`src/hw/po_parallel_out_map.vh`:
```
// Register map, reset values and timing constants of the parallel output block
`ifndef PO_PARALLEL_OUT_MAP_VH
`define PO_PARALLEL_OUT_MAP_VH

// Register byte offsets
`define PO_ADDR_FORMAT    8'h00
`define PO_ADDR_POLARITY  8'h04
`define PO_ADDR_FIXED     8'h08
`define PO_ADDR_INTERVAL  8'h0c
`define PO_ADDR_PINROLE   8'h10
`define PO_ADDR_IN1_FUNC  8'h14
`define PO_ADDR_IN1_SENSE 8'h18
`define PO_ADDR_IN2_FUNC  8'h1c
`define PO_ADDR_IN2_SENSE 8'h20
`define PO_ADDR_STATUS    8'h24
`define PO_ADDR_OUTWORD   8'h28

// Status register field positions
`define PO_ST_STABLE  0
`define PO_ST_FREEZE  1
`define PO_ST_ERROR   2
`define PO_ST_IN_LSB  4

// Reset values
`define PO_RST_FORMAT   3'h0
`define PO_RST_POLARITY 1'h0
`define PO_RST_FIXED    25'h0000000
`define PO_RST_INTERVAL 14'h000a
`define PO_RST_PINROLE  4'h0
`define PO_RST_FUNC     4'h0
`define PO_RST_SENSE    2'h1

// Interval limits in milliseconds
`define PO_INTERVAL_MIN 14'h0001
`define PO_INTERVAL_MAX 14'h270f

// Timing: clock period and one millisecond, both in ns
`define PO_CLK_NS       8
`define PO_MS_NS        1000000
// Factory restore hold time in ms, one extra tick guarantees the full second
`define PO_RESTORE_MS   1000
`define PO_RESTORE_TICKS 11'h3e9

// BCD saturation limit
`define PO_BCD_MAX      25'h00f423f

`endif

```
`src/hw/po_parallel_out.v`:
```
// Parallel output formatter with three control inputs decoded into commands
`timescale 1ns/10ps
// Function
// - Format 0,1,2 encodes processed reading as binary, Gray, BCD.
// - Format 3,4,5 encodes the stored fixed word as binary, Gray, BCD.
// - Polarity 1 inverts the parallel data lines.
// - Fixed word is signed 25 bits, default zero, written by software.
// - Output refreshes every 1 to 9999 ms, default 10 ms.
// - Pin role 0 keeps lines 25 and 24 as data.
// - Roles 1,2 put error high or low on line 25.
// - Role 3 puts error high on 25, inverted error on 24.
// - Roles 4,5 put word-valid high or low on line 25.
// - Roles 6..9 put word-valid on 25, error on 24, four polarities.
// - Role 10 puts word-valid on 25 and its complement on 24.
// - Sense 0 low level, 1 high level, 2 rising, 3 falling edge.
// - Level-only functions need level sense; edge functions fire on activation under any sense.
// - Function 1 acts by mode: counter load, SSI offset, start-stop store.
// - Function 2 freezes reading and output while asserted.
// - Function 3 in SSI mode captures the encoder zero offset.
// - Functions 4 and 5 load counter A or B in counter mode.
// - Functions 6 and 7 lock counter A or B while asserted in counter mode.
// - Function 8 clears min and max; function 0 does nothing.
// - Function 9 restores factory settings after one second held.
// - Input 2 has its own function and sense settings.
// - Input 3 is fixed to factory restore, active high level.
// - Reading source is the linked, scaled, filtered measurement.
`include "po_parallel_out_map.vh"

module po_parallel_out #(
  parameter MS_CYCLES    = `PO_MS_NS / `PO_CLK_NS,
  parameter SETTLE       = 4,
  parameter RESTORE_TICKS = `PO_RESTORE_MS + 1
) (
  // Clock and reset
  input  wire        clock,
  input  wire        rst,
  // Register port
  input  wire [7:0]  regAddr,
  input  wire [31:0] regWrData,
  input  wire        regWr,
  input  wire        regRd,
  output reg  [31:0] regRdData,
  // Measurement side
  input  wire [24:0] processedReading,
  input  wire        errorStatus,
  input  wire [1:0]  measMode,
  // Control input pins
  input  wire [2:0]  ctrlIn,
  // Parallel lines, index 24 is line 25
  output reg  [24:0] parOut,
  // Commands to counter, SSI and start-stop units
  output reg         loadBothCounters,
  output reg         loadCounterA,
  output reg         loadCounterB,
  output reg         lockCounterA,
  output reg         lockCounterB,
  output reg         ssiOffsetCapture,
  output reg         encoderZeroCapture,
  output reg         startStopOffsetStore,
  output reg         clearMinMax,
  output reg         factoryRestore,
  output reg         freeze
);

  // Measurement modes and control functions
  localparam MODE_COUNTER = 2'h0;
  localparam MODE_SSI     = 2'h1;
  localparam MODE_STSTOP  = 2'h2;
  localparam FN_SET       = 4'h1;
  localparam FN_FREEZE    = 4'h2;
  localparam FN_ZERO      = 4'h3;
  localparam FN_SET_A     = 4'h4;
  localparam FN_SET_B     = 4'h5;
  localparam FN_LOCK_A    = 4'h6;
  localparam FN_LOCK_B    = 4'h7;
  localparam FN_MINMAX    = 4'h8;
  localparam FN_FACTORY   = 4'h9;

  // Configuration registers
  reg [2:0]  outputFormat;
  reg        output_polarity;
  reg [24:0] fixedWord;
  reg [13:0] updateInterval;
  reg [3:0]  pinRole;
  reg [3:0]  inFunc1;
  reg [1:0]  inSense1;
  reg [3:0]  inFunc2;
  reg [1:0]  inSense2;

  // Output state
  reg [24:0] dataWord;
  reg        dataStable;
  reg        loadPending;
  reg [7:0]  settleCnt;
  reg        errSeen;
  reg [16:0] msCnt;
  reg        msTick;
  reg [13:0] refreshCnt;

  // Per-input settings, input 3 fixed
  wire [11:0] funcVec  = {`PO_RST_FUNC | FN_FACTORY, inFunc2, inFunc1};
  wire [5:0]  senseVec = {2'h1, inSense2, inSense1};
  wire [2:0]  trig;
  wire [2:0]  held;
  wire [2:0]  restoreFire;
  wire [2:0]  filtLevel;

  // Binary to Gray, reflected code of the two's complement word
  function [24:0] encGray;
    input [24:0] w;
    begin
      encGray = w ^ {1'b0, w[24:1]};
    end
  endfunction

  // Sign plus six BCD digits of the magnitude, saturated at 999999
  function [24:0] encBcd;
    input [24:0] w;
    reg [24:0] m;
    reg [43:0] s;
    integer i;
    integer d;
    begin
      m = w[24] ? (~w + 25'h0000001) : w;
      if (m > `PO_BCD_MAX)
        m = `PO_BCD_MAX;
      s = {24'h000000, m[19:0]};
      for (i = 0; i < 20; i = i + 1) begin
        for (d = 0; d < 6; d = d + 1) begin
          if (s[20 + 4 * d +: 4] >= 4'h5)
            s[20 + 4 * d +: 4] = s[20 + 4 * d +: 4] + 4'h3;
        end
        s = {s[42:0], 1'b0};
      end
      encBcd = {w[24], s[43:20]};
    end
  endfunction

  // Source selection and encoding of the next data word
  reg [24:0] srcWord;
  reg [24:0] next_dataWord;
  always @* begin
    srcWord = (outputFormat >= 3'h3) ? fixedWord : processedReading;
    case (outputFormat)
      3'h0, 3'h3: next_dataWord = srcWord;
      3'h1, 3'h4: next_dataWord = encGray(srcWord);
      3'h2, 3'h5: next_dataWord = encBcd(srcWord);
      default:    next_dataWord = srcWord;
    endcase
  end

  // Control input conditioning and trigger detection, one per input
  genvar g;
  generate
    for (g = 0; g < 3; g = g + 1) begin : gIn
      reg [2:0]  sync;
      reg        filt;
      reg        actPrev;
      reg [10:0] holdCnt;
      reg        fired;
      wire [1:0] sense = senseVec[2 * g +: 2];
      wire [3:0] func  = funcVec[4 * g +: 4];
      wire       act   = (sense == 2'h0 || sense == 2'h3) ? ~filt : filt;
      wire       isLvl = ~sense[1];
      // Three-stage synchroniser; level accepted once stages two and three agree
      always @(posedge clock) begin
        if (rst) begin
          sync    <= 3'h0;
          filt    <= 1'b0;
          actPrev <= 1'b0;
        end else begin
          sync <= {sync[1:0], ctrlIn[g]};
          if (sync[1] == sync[2])
            filt <= sync[2];
          actPrev <= act;
        end
      end
      // Hold timer for factory restore, counted in millisecond ticks
      always @(posedge clock) begin
        if (rst) begin
          holdCnt <= 11'h000;
          fired   <= 1'b0;
        end else if (!(act && isLvl && func == FN_FACTORY)) begin
          holdCnt <= 11'h000;
          fired   <= 1'b0;
        end else if (holdCnt == RESTORE_TICKS[10:0]) begin
          fired <= 1'b1;
        end else if (msTick) begin
          holdCnt <= holdCnt + 11'h001;
        end
      end
      assign trig[g]        = act & ~actPrev;
      assign held[g]        = act & isLvl;
      assign restoreFire[g] = (holdCnt == RESTORE_TICKS[10:0]) & ~fired;
      assign filtLevel[g]   = filt;
    end
  endgenerate

  // Command decode across all inputs
  reg next_loadBoth;
  reg next_loadA;
  reg next_loadB;
  reg next_lockA;
  reg next_lockB;
  reg next_ssiOff;
  reg next_zero;
  reg next_ssStore;
  reg next_minmax;
  reg next_restore;
  reg next_freeze;
  integer k;
  always @* begin
    next_loadBoth = 1'b0;
    next_loadA    = 1'b0;
    next_loadB    = 1'b0;
    next_lockA    = 1'b0;
    next_lockB    = 1'b0;
    next_ssiOff   = 1'b0;
    next_zero     = 1'b0;
    next_ssStore  = 1'b0;
    next_minmax   = 1'b0;
    next_restore  = 1'b0;
    next_freeze   = 1'b0;
    for (k = 0; k < 3; k = k + 1) begin
      case (funcVec[4 * k +: 4])
        FN_SET: begin
          if (trig[k] && measMode == MODE_COUNTER)
            next_loadBoth = 1'b1;
          if (trig[k] && measMode == MODE_SSI)
            next_ssiOff = 1'b1;
          if (trig[k] && measMode == MODE_STSTOP)
            next_ssStore = 1'b1;
        end
        FN_FREEZE: begin
          if (held[k])
            next_freeze = 1'b1;
        end
        FN_ZERO: begin
          if (trig[k] && measMode == MODE_SSI)
            next_zero = 1'b1;
        end
        FN_SET_A: begin
          if (trig[k] && measMode == MODE_COUNTER)
            next_loadA = 1'b1;
        end
        FN_SET_B: begin
          if (trig[k] && measMode == MODE_COUNTER)
            next_loadB = 1'b1;
        end
        FN_LOCK_A: begin
          if (held[k] && measMode == MODE_COUNTER)
            next_lockA = 1'b1;
        end
        FN_LOCK_B: begin
          if (held[k] && measMode == MODE_COUNTER)
            next_lockB = 1'b1;
        end
        FN_MINMAX: begin
          if (trig[k])
            next_minmax = 1'b1;
        end
        FN_FACTORY: begin
          if (restoreFire[k])
            next_restore = 1'b1;
        end
        default: begin
          next_freeze = next_freeze;
        end
      endcase
    end
  end

  // Command outputs, pulses last one cycle, locks and freeze are levels
  always @(posedge clock) begin
    if (rst) begin
      loadBothCounters     <= 1'b0;
      loadCounterA         <= 1'b0;
      loadCounterB         <= 1'b0;
      lockCounterA         <= 1'b0;
      lockCounterB         <= 1'b0;
      ssiOffsetCapture     <= 1'b0;
      encoderZeroCapture   <= 1'b0;
      startStopOffsetStore <= 1'b0;
      clearMinMax          <= 1'b0;
      factoryRestore       <= 1'b0;
      freeze               <= 1'b0;
    end else begin
      loadBothCounters     <= next_loadBoth;
      loadCounterA         <= next_loadA;
      loadCounterB         <= next_loadB;
      lockCounterA         <= next_lockA;
      lockCounterB         <= next_lockB;
      ssiOffsetCapture     <= next_ssiOff;
      encoderZeroCapture   <= next_zero;
      startStopOffsetStore <= next_ssStore;
      clearMinMax          <= next_minmax;
      factoryRestore       <= next_restore;
      freeze               <= next_freeze;
    end
  end

  // Millisecond tick and refresh interval counter
  always @(posedge clock) begin
    if (rst) begin
      msCnt      <= 17'h00000;
      msTick     <= 1'b0;
      refreshCnt <= 14'h0000;
    end else begin
      msTick <= 1'b0;
      if (msCnt == MS_CYCLES[16:0] - 17'h00001) begin
        msCnt  <= 17'h00000;
        msTick <= 1'b1;
      end else begin
        msCnt <= msCnt + 17'h00001;
      end
      if (msTick) begin
        if (refreshCnt >= updateInterval - 14'h0001)
          refreshCnt <= 14'h0000;
        else
          refreshCnt <= refreshCnt + 14'h0001;
      end
    end
  end

  wire refreshDue = msTick && (refreshCnt >= updateInterval - 14'h0001);

  // Word loading with word-valid handshake
  always @(posedge clock) begin
    if (rst) begin
      dataWord    <= 25'h0000000;
      dataStable  <= 1'b0;
      loadPending <= 1'b0;
      settleCnt   <= 8'h00;
      errSeen     <= 1'b0;
    end else begin
      errSeen <= errorStatus;
      if (refreshDue && !freeze) begin
        dataStable  <= 1'b0;
        loadPending <= 1'b1;
      end else if (loadPending) begin
        dataWord    <= next_dataWord;
        loadPending <= 1'b0;
        settleCnt   <= SETTLE[7:0];
      end else if (settleCnt != 8'h00) begin
        settleCnt <= settleCnt - 8'h01;
      end else begin
        dataStable <= 1'b1;
      end
    end
  end

  // Line driving with polarity and special roles of lines 25 and 24
  reg [24:0] next_parOut;
  always @* begin
    next_parOut = dataWord ^ {25{output_polarity}};
    case (pinRole)
      4'h1: next_parOut[24] = errSeen;
      4'h2: next_parOut[24] = ~errSeen;
      4'h3: next_parOut[24:23] = {errSeen, ~errSeen};
      4'h4: next_parOut[24] = dataStable;
      4'h5: next_parOut[24] = ~dataStable;
      4'h6: next_parOut[24:23] = {dataStable, errSeen};
      4'h7: next_parOut[24:23] = {dataStable, ~errSeen};
      4'h8: next_parOut[24:23] = {~dataStable, errSeen};
      4'h9: next_parOut[24:23] = {~dataStable, ~errSeen};
      4'ha: next_parOut[24:23] = {dataStable, ~dataStable};
      default: next_parOut = next_parOut;
    endcase
  end

  always @(posedge clock) begin
    if (rst)
      parOut <= 25'h0000000;
    else
      parOut <= next_parOut;
  end

  // Register writes; interval clamped into its legal range
  always @(posedge clock) begin
    if (rst) begin
      outputFormat    <= `PO_RST_FORMAT;
      output_polarity <= `PO_RST_POLARITY;
      fixedWord       <= `PO_RST_FIXED;
      updateInterval  <= `PO_RST_INTERVAL;
      pinRole         <= `PO_RST_PINROLE;
      inFunc1         <= `PO_RST_FUNC;
      inSense1        <= `PO_RST_SENSE;
      inFunc2         <= `PO_RST_FUNC;
      inSense2        <= `PO_RST_SENSE;
    end else if (regWr) begin
      case (regAddr)
        `PO_ADDR_FORMAT:   outputFormat <= regWrData[2:0];
        `PO_ADDR_POLARITY: output_polarity <= regWrData[0];
        `PO_ADDR_FIXED:    fixedWord <= regWrData[24:0];
        `PO_ADDR_INTERVAL: begin
          if (regWrData[31:0] < {18'h0, `PO_INTERVAL_MIN})
            updateInterval <= `PO_INTERVAL_MIN;
          else if (regWrData[31:0] > {18'h0, `PO_INTERVAL_MAX})
            updateInterval <= `PO_INTERVAL_MAX;
          else
            updateInterval <= regWrData[13:0];
        end
        `PO_ADDR_PINROLE:   pinRole <= regWrData[3:0];
        `PO_ADDR_IN1_FUNC:  inFunc1 <= regWrData[3:0];
        `PO_ADDR_IN1_SENSE: inSense1 <= regWrData[1:0];
        `PO_ADDR_IN2_FUNC:  inFunc2 <= regWrData[3:0];
        `PO_ADDR_IN2_SENSE: inSense2 <= regWrData[1:0];
        default: outputFormat <= outputFormat;
      endcase
    end
  end

  // Register reads, data in the cycle after the strobe, zero otherwise
  reg [31:0] next_rd;
  always @* begin
    next_rd = 32'h00000000;
    case (regAddr)
      `PO_ADDR_FORMAT:    next_rd = {29'h0, outputFormat};
      `PO_ADDR_POLARITY:  next_rd = {31'h0, output_polarity};
      `PO_ADDR_FIXED:     next_rd = {{7{fixedWord[24]}}, fixedWord};
      `PO_ADDR_INTERVAL:  next_rd = {18'h0, updateInterval};
      `PO_ADDR_PINROLE:   next_rd = {28'h0, pinRole};
      `PO_ADDR_IN1_FUNC:  next_rd = {28'h0, inFunc1};
      `PO_ADDR_IN1_SENSE: next_rd = {30'h0, inSense1};
      `PO_ADDR_IN2_FUNC:  next_rd = {28'h0, inFunc2};
      `PO_ADDR_IN2_SENSE: next_rd = {30'h0, inSense2};
      `PO_ADDR_STATUS: begin
        next_rd[`PO_ST_STABLE] = dataStable;
        next_rd[`PO_ST_FREEZE] = freeze;
        next_rd[`PO_ST_ERROR]  = errSeen;
        next_rd[`PO_ST_IN_LSB +: 3] = filtLevel;
      end
      `PO_ADDR_OUTWORD:   next_rd = {7'h0, dataWord};
      default:            next_rd = 32'h00000000;
    endcase
  end

  always @(posedge clock) begin
    if (rst)
      regRdData <= 32'h00000000;
    else if (regRd)
      regRdData <= next_rd;
    else
      regRdData <= 32'h00000000;
  end

endmodule

```
`config.mk`:
```
export PLATFORM = sky130hd
export DESIGN_NAME = po_parallel_out
export DESIGN_NICKNAME = d
export VERILOG_FILES = /design/src/hw/po_parallel_out.v
export VERILOG_INCLUDE_DIRS = /design/src /design/src/hw
export SDC_FILE = /design/constraint.sdc
export NUM_CORES = 1
export LEC_CHECK = 0
export ABC_CLOCK_PERIOD_IN_PS = 33300
export BUFFER_PORTS_ARGS = -buffer_cell sky130_fd_sc_hd__buf_2
export CORE_ASPECT_RATIO = 0.5
export CORE_UTILIZATION = 55
export DETAILED_ROUTE_END_ITERATION = 8
export PLACE_DENSITY = 0.7
export SKIP_CTS_REPAIR_TIMING = 1
export SLEW_MARGIN = 30
export SYNTH_ARGS = -nofsm -noshare
export SYNTH_HDL_FRONTEND = slang
export SYNTH_SLANG_ARGS = --single-unit
```
`constraint.sdc`:
```
create_clock -name clock -period 33.3 [get_ports clock]
set_input_delay 1.665 -clock clock [delete_from_list [all_inputs] [get_ports clock]]
set_output_delay 1.665 -clock clock [all_outputs]
set_load 0.01 [all_outputs]
```
# Word level (Yosys, flattened, before mapping)
# Index checks and enable logic that the tools add are counted.
# totals
reg_bits,245
input_bits,75
out_inout_bits,68
wordCells,475
# op_classes
add_sub_neg,65
n_lt_le_gt_ge,62
eq_ne,53
mux,169
bitwise_logic,31
reduce_logical,51
# op_table
cell,n
2-to-1 mux 4 bit,105
">= comparator 4 x 3 -> 1 bit, second input constant",51
"adder 4 x 2 -> 4 bit, second input constant",50
one-hot mux 25 bit (3 select lines),1
2-to-1 mux 25 bit,2
one-hot mux 25 bit (2 select lines),1
"equality test 4 x 3 -> 1 bit, second input constant",12
2-to-1 mux 1 bit,45
2-to-1 mux 14 bit,3
2-to-1 mux 20 bit,2
"adder 11 x 1 -> 11 bit, second input constant",3
"equality test 11 x 10 -> 1 bit, second input constant",3
one-hot mux 3 bit (11 select lines),1
"equality test 8 x 5 -> 1 bit, second input constant",4
"greater-than comparator 32 x 14 -> 1 bit, second input constant",1
"less-than comparator 32 x 1 -> 1 bit, second input constant",1
AND reduction 2 bit,15
"equality test 4 bit, second input constant",7
"adder 25 x 1 -> 25 bit, second input constant",1
"greater-than comparator 25 x 20 -> 1 bit, second input constant",1
NOT 25 bit,1
XOR 25 x 24 -> 25 bit,1
XOR 25 bit,1
"equality test 4 x 2 -> 1 bit, second input constant",6
other kinds (38),113

# Longest topological paths before layout
# logic_depth
word_depth,59
ltp_mapped,92
mapped_depth_nobuf,83

# Worst setup path before layout
# No wires, ideal clock.
# synth_timing
path_type,input port to flip-flop
startpoint,input processedReading[1]
endpoint,register dataWord[6]
setup_ns,0.137
arrival_time_ns,15.469
required_time_ns,33.163
slack_ns,17.694
path_stages,77
n_path_buf,5
path_cell_list,mux2i_1 > ha_1 > and3_1 > clkbuf_1 > nand3_1 > or3_1 > a31oi_4 > and2_1 > buf_2 > nand2_1 > ha_1 > nand2b_1 > clkbuf_1 > a22oi_2 > o2bb2ai_1 > or3_4 > and2_1 > buf_2 > [41 not listed] > ha_1 > nor2_1 > o211ai_1 > o2111a_1 > nor2_1 > ha_1 > nor3_1 > o211ai_1 > o21ai_1 > ha_1 > or4_1 > a31o_2 > xnor2_1 > ha_1 > a211oi_1 > o2bb2ai_1 > nand2_1 > a31oi_1
# synth_between
elab_chain_cells,58
word_cells_on_any_way,127
cone_classes,31 x add/sub; 31 x order compare; 64 x mux; 1 x bitwise
# synth_rtl
element,line,source
"start, declared",po_parallel_out.v:44,"input wire [24:0] processedReading,"
2-to-1 mux 25 bit *,po_parallel_out.v:143,srcWord = (outputFormat >= 3'h3) ? fixedWord : processedReading;
NOT 25 bit,po_parallel_out.v:124,m = w[24] ? (~w + 25'h0000001) : w;
adder 25 x 1 -> 25 bit,po_parallel_out.v:124,
2-to-1 mux 25 bit *,po_parallel_out.v:124,
greater-than comparator 25 x 20 -> 1 bit (no source line),n/a,
2-to-1 mux 20 bit * (2 in series),n/a,
adder 3 x 2 -> 4 bit or >= comparator 3 bit (tied branches),"po_parallel_out.v:131, po_parallel_out.v:130",
2-to-1 mux 4 bit,po_parallel_out.v:130,if (s[20 + 4 * d +: 4] >= 4'h5)
[41 not listed],n/a,
2-to-1 mux 4 bit,po_parallel_out.v:130,
2-to-1 mux 4 bit,po_parallel_out.v:144,case (outputFormat)
adder 4 x 2 -> 4 bit or >= comparator 4 x 3 -> 1 bit (tied branches),"po_parallel_out.v:131, po_parallel_out.v:130",
2-to-1 mux 4 bit,po_parallel_out.v:130,
2-to-1 mux 4 bit,po_parallel_out.v:144,
adder 4 x 2 -> 4 bit or >= comparator 4 x 3 -> 1 bit (tied branches),"po_parallel_out.v:131, po_parallel_out.v:130",
2-to-1 mux 4 bit *,po_parallel_out.v:130,
one-hot mux 25 bit (2 select lines) *,po_parallel_out.v:144,
"end signal, assigned",po_parallel_out.v:341,dataWord <= next_dataWord;
"end, declared",po_parallel_out.v:91,reg [24:0] dataWord;
# Every way passes the cells marked *; elsewhere a longest branch is shown, timed or not. The select of a mux whose other input is x is not followed.
# A chain may end at the register's enable or synchronous reset.

# Worst setup path in the final report
# layout_timing
startpoint,register outputFormat[1]
endpoint,register dataWord[10]
# layout_between
elab_chain_cells,59
word_cells_on_any_way,171
cone_classes,40 x add/sub; 41 x order compare; 4 x eq/ne; 82 x mux; 2 x bitwise; 2 x reduce/logical
# layout_rtl
element,line,source
"start, declared",po_parallel_out.v:80,reg [2:0] outputFormat;
"start signal, assigned",po_parallel_out.v:381,outputFormat <= `PO_RST_FORMAT;
"start signal, assigned",po_parallel_out.v:392,`PO_ADDR_FORMAT: outputFormat <= regWrData[2:0];
"start signal, assigned",po_parallel_out.v:408,default: outputFormat <= outputFormat;
>= comparator 3 x 2 -> 1 bit,po_parallel_out.v:143,
2-to-1 mux 25 bit,po_parallel_out.v:143,
NOT 25 bit,po_parallel_out.v:124,
adder 25 x 1 -> 25 bit,po_parallel_out.v:124,
2-to-1 mux 25 bit,po_parallel_out.v:124,
greater-than comparator 25 x 20 -> 1 bit (no source line),n/a,
2-to-1 mux 20 bit (2 in series),n/a,
adder 3 x 2 -> 4 bit or >= comparator 3 bit (tied branches),"po_parallel_out.v:131, po_parallel_out.v:130",
[42 not listed],n/a,
2-to-1 mux 4 bit,po_parallel_out.v:130,
2-to-1 mux 4 bit,po_parallel_out.v:144,
adder 4 x 2 -> 4 bit or >= comparator 4 x 3 -> 1 bit (tied branches),"po_parallel_out.v:131, po_parallel_out.v:130",
2-to-1 mux 4 bit,po_parallel_out.v:130,
2-to-1 mux 4 bit,po_parallel_out.v:144,
adder 4 x 2 -> 4 bit or >= comparator 4 x 3 -> 1 bit (tied branches),"po_parallel_out.v:131, po_parallel_out.v:130",
2-to-1 mux 4 bit,po_parallel_out.v:130,
one-hot mux 25 bit (2 select lines) *,po_parallel_out.v:144,
# Marked as above.

==> results.yml <==
cts:
  root_buffer: "clkbuf_16"
  clk_pin_slew_ps: 60
  cts_buffer_depth: 3
  h-tree-depth: 1
  cts.sinks: 239
  insertion_delay_ps: 520
  numCtsBuffers: 25
  cts_tree: "done"
worst_setup_path:
  cp-start-kind: "register"
  critPathKind: "register to register"
  cpPeakStageDelay_ps: 540
  crit_fanout: 39
  cp-end-kind: "register"
  rr_worst_depth: 84
  arrival_ps: 18350
  path_depth: 84
  cp_num_buf_inv: 12
  crit_family: "compound AO/OA/AOI/OAI gates"
  cp.required_ps: 33670
  cpMostUsedCell: "ha_1"
  cpMaxStageDelayCell: "mux2i_1"
layout:
  drive_gt1_frac: 0.138
  finalNetCount: 3000
  area_growth_pct: 8.06
  stdcell_count: 3366
logic_synthesis:
  synth_fp_nets: 2951
  synth_edf_count: 0
  synthFlopType: "dfxtp_1"
  yosys.area.top_type_share: 0.222
  synthTopCellsByArea: "dfxtp_1 (22%), ha_1 (5.6%), nor2_1 (5.2%)"
  synth_warnings: 0
  synth_area_per_cell_sq_um: 7.74
  synth.distinct_cells: 136
  async_flop_share: 0
  synth_area_sq_um: 21500
  ys_ff_latch: 239
  syn-instance-count: 2780
  synth.yosys.seq_area_share: 0.222
  yosys.area.top_type: "dfxtp_1"
sta:
  finalSetupTns_ps: 0
  slew_viol_final: 0
  finalSetupViolCount: 0
  fin_skew_ps: 17.8
  timing_hold_violations_final: 0
  grt_setup_unrepaired: "false"
  fin_crit_ps: 17980
  tightest_slew_ps: 896
  maxSlewHeadroom: 0.397
  fmax_ghz: 0.0556
  finalCritPeriodShare: 0.540
die:
  core_area_sq_um: 38000
  rows: 50
  die_h_um: 142
  start_util: 0.567
  dieWidth_um: 282
  dieArea_sq_um: 40000
  ios: 143
routing:
  routed_wl_mm: 61.3
  drc_errors: 0
  wl_per_cell_um: 18.2
  first_iter_violations: 2492
  drtPass1Iterations: 8
  vias_per_cell: 6.33
  vias: 21300
  ant_nets: 0
job:
  maxCapViolCount: 0
global_route:
  grt_usage: 0.296
  grt.met2_usage: 0.483
  grt_use_met1: 0.413
  grt_overflow: 0
  grt_pass1_vias: 19100
  grt_pass1_wl_mm: 98.1
  antenna_found_initial: 0
  grt_max_degree: 77
  gr-usage-met3: 0.0268
  grt_busiest_layer: "met2"
min_path:
  hp-class: "register to register"
  min_path_cells: 1
placed_design:
  dp.cells: 3322
  routabilityCongestion: 0.957
  hpwl_mm: 46.3
  io_buffers: 142
run_status:
  status: "finished clean"
stage by stage:
stage          hold slack (ps)  instance area (sq um)   util  setup slack, ps
2_1_floorplan              414                  21500      -            17690
5_1_grt                    454                  23300  0.612            13820
4_1_cts                    440                  23200  0.612            15280
3_3_place_gp               419                  22400  0.589            15590
6_report                   434                  23300  0.612            15320
3_5_place_dp               426                  22400  0.589            14930
placed cells by master (no fill, tap or decap), drive strengths merged, types with 29 or more instances in the layout:
cell    netlist  layout
mux2         45      45
nor2        304     304
nor4         32      32
nand4        42      42
inv         103     105
nor3         84      84
nand2       263     263
xnor2       105     105
a22oi        35      35
a21oi       174     174
buf          52     162
clkbuf       88      35
xor2         58      58
mux2i        86      86
o211ai       29      29
and3         38      38
o21ai       158     158
dfxtp       239     239
or3          30      30
nor2b        36      36
a222oi       32      32
a211oi       43      43
ha           96      96
a31oi        44      44
nand3       105     105
and2         42      42
area by class of cell:
class,count,area [sq um]
Multi-Input combinational cell,2298,15700
Fill cell,3459,14700
Sequential cell,239,4780
Timing Repair Buffer,162,863
Clock buffer,35,723
Tap cell,520,651
Inverter,103,392
Clock inverter,8,125
Antenna cell,1,2.50
worst reg2reg max path: cells and delay by family, from the launching register on:
kind	cells	cell delay, ps
AOI/OAI and AO/OA	31	6220
xor gates and xnor gates	1	500
adders and majority gates	14	3420
buffers and inverters	12	1550
DFF	1	290
muxes	4	1570
and+or+nand+nor	22	4280
routing by layer:
layer  vias to the layer above  wire [um]
met1                      9912      27800
met2                       790      27900
met5                         -          0
li1                      10500          -
met3                        93       3830
met4                         0       1790
synth_stat cells, types with 37 or more instances:
cell type / n
xor2_1: 56
nor3_1: 80
o21ai_0: 110
and2_1: 38
xnor2_1: 99
a21oi_1: 163
a211oi_1: 39
dfxtp_1: 239
nand4_1: 41
a31oi_1: 41
mux2_2: 37
nand3_1: 101
ha_1: 96
nor2_1: 301
inv_1: 86
nand2_1: 259
o21ai_1: 40
clkbuf_1: 87
mux2i_1: 77
path summary, 6_finish.rpt:
kind | slack, ps | to | start
hold / removal | 430 | gIn[1].sync[1] | gIn[1].sync[0]
hold reg to reg | 430 | gIn[1].sync[1] | gIn[1].sync[0]
setup reg to reg | 15320 | dataWord[10] | outputFormat[1]
setup / recovery | 15320 | dataWord[10] | outputFormat[1]
logic make-up (layout without fill, tap and decap cells):
kind of cell    count (synthesis)  in the layout  synth area share
simple gates                 1084           1084             0.250
buf+inv                       243            308            0.0495
fa+ha+maj                     100            100            0.0577
other cells                     0              1                 0
xor+xnor                      163            163            0.0707
flops                         239            239             0.222
compound gates                820            820             0.283
mux                           131            131            0.0670
state kept, by name, indices dropped and copies added (netlist names), 8 cells and up:
name	count
dataWord	25
parOut	25
fixedWord	25
updateInterval	14
msCnt	17
regRdData	26
refreshCnt	14
gIn.holdCnt	33
gIn.func	8
gIn.sync	9
settleCnt	8
Power is not shown: default switching activity piles up to over one toggle a cycle in this logic, so the estimate is an artifact.
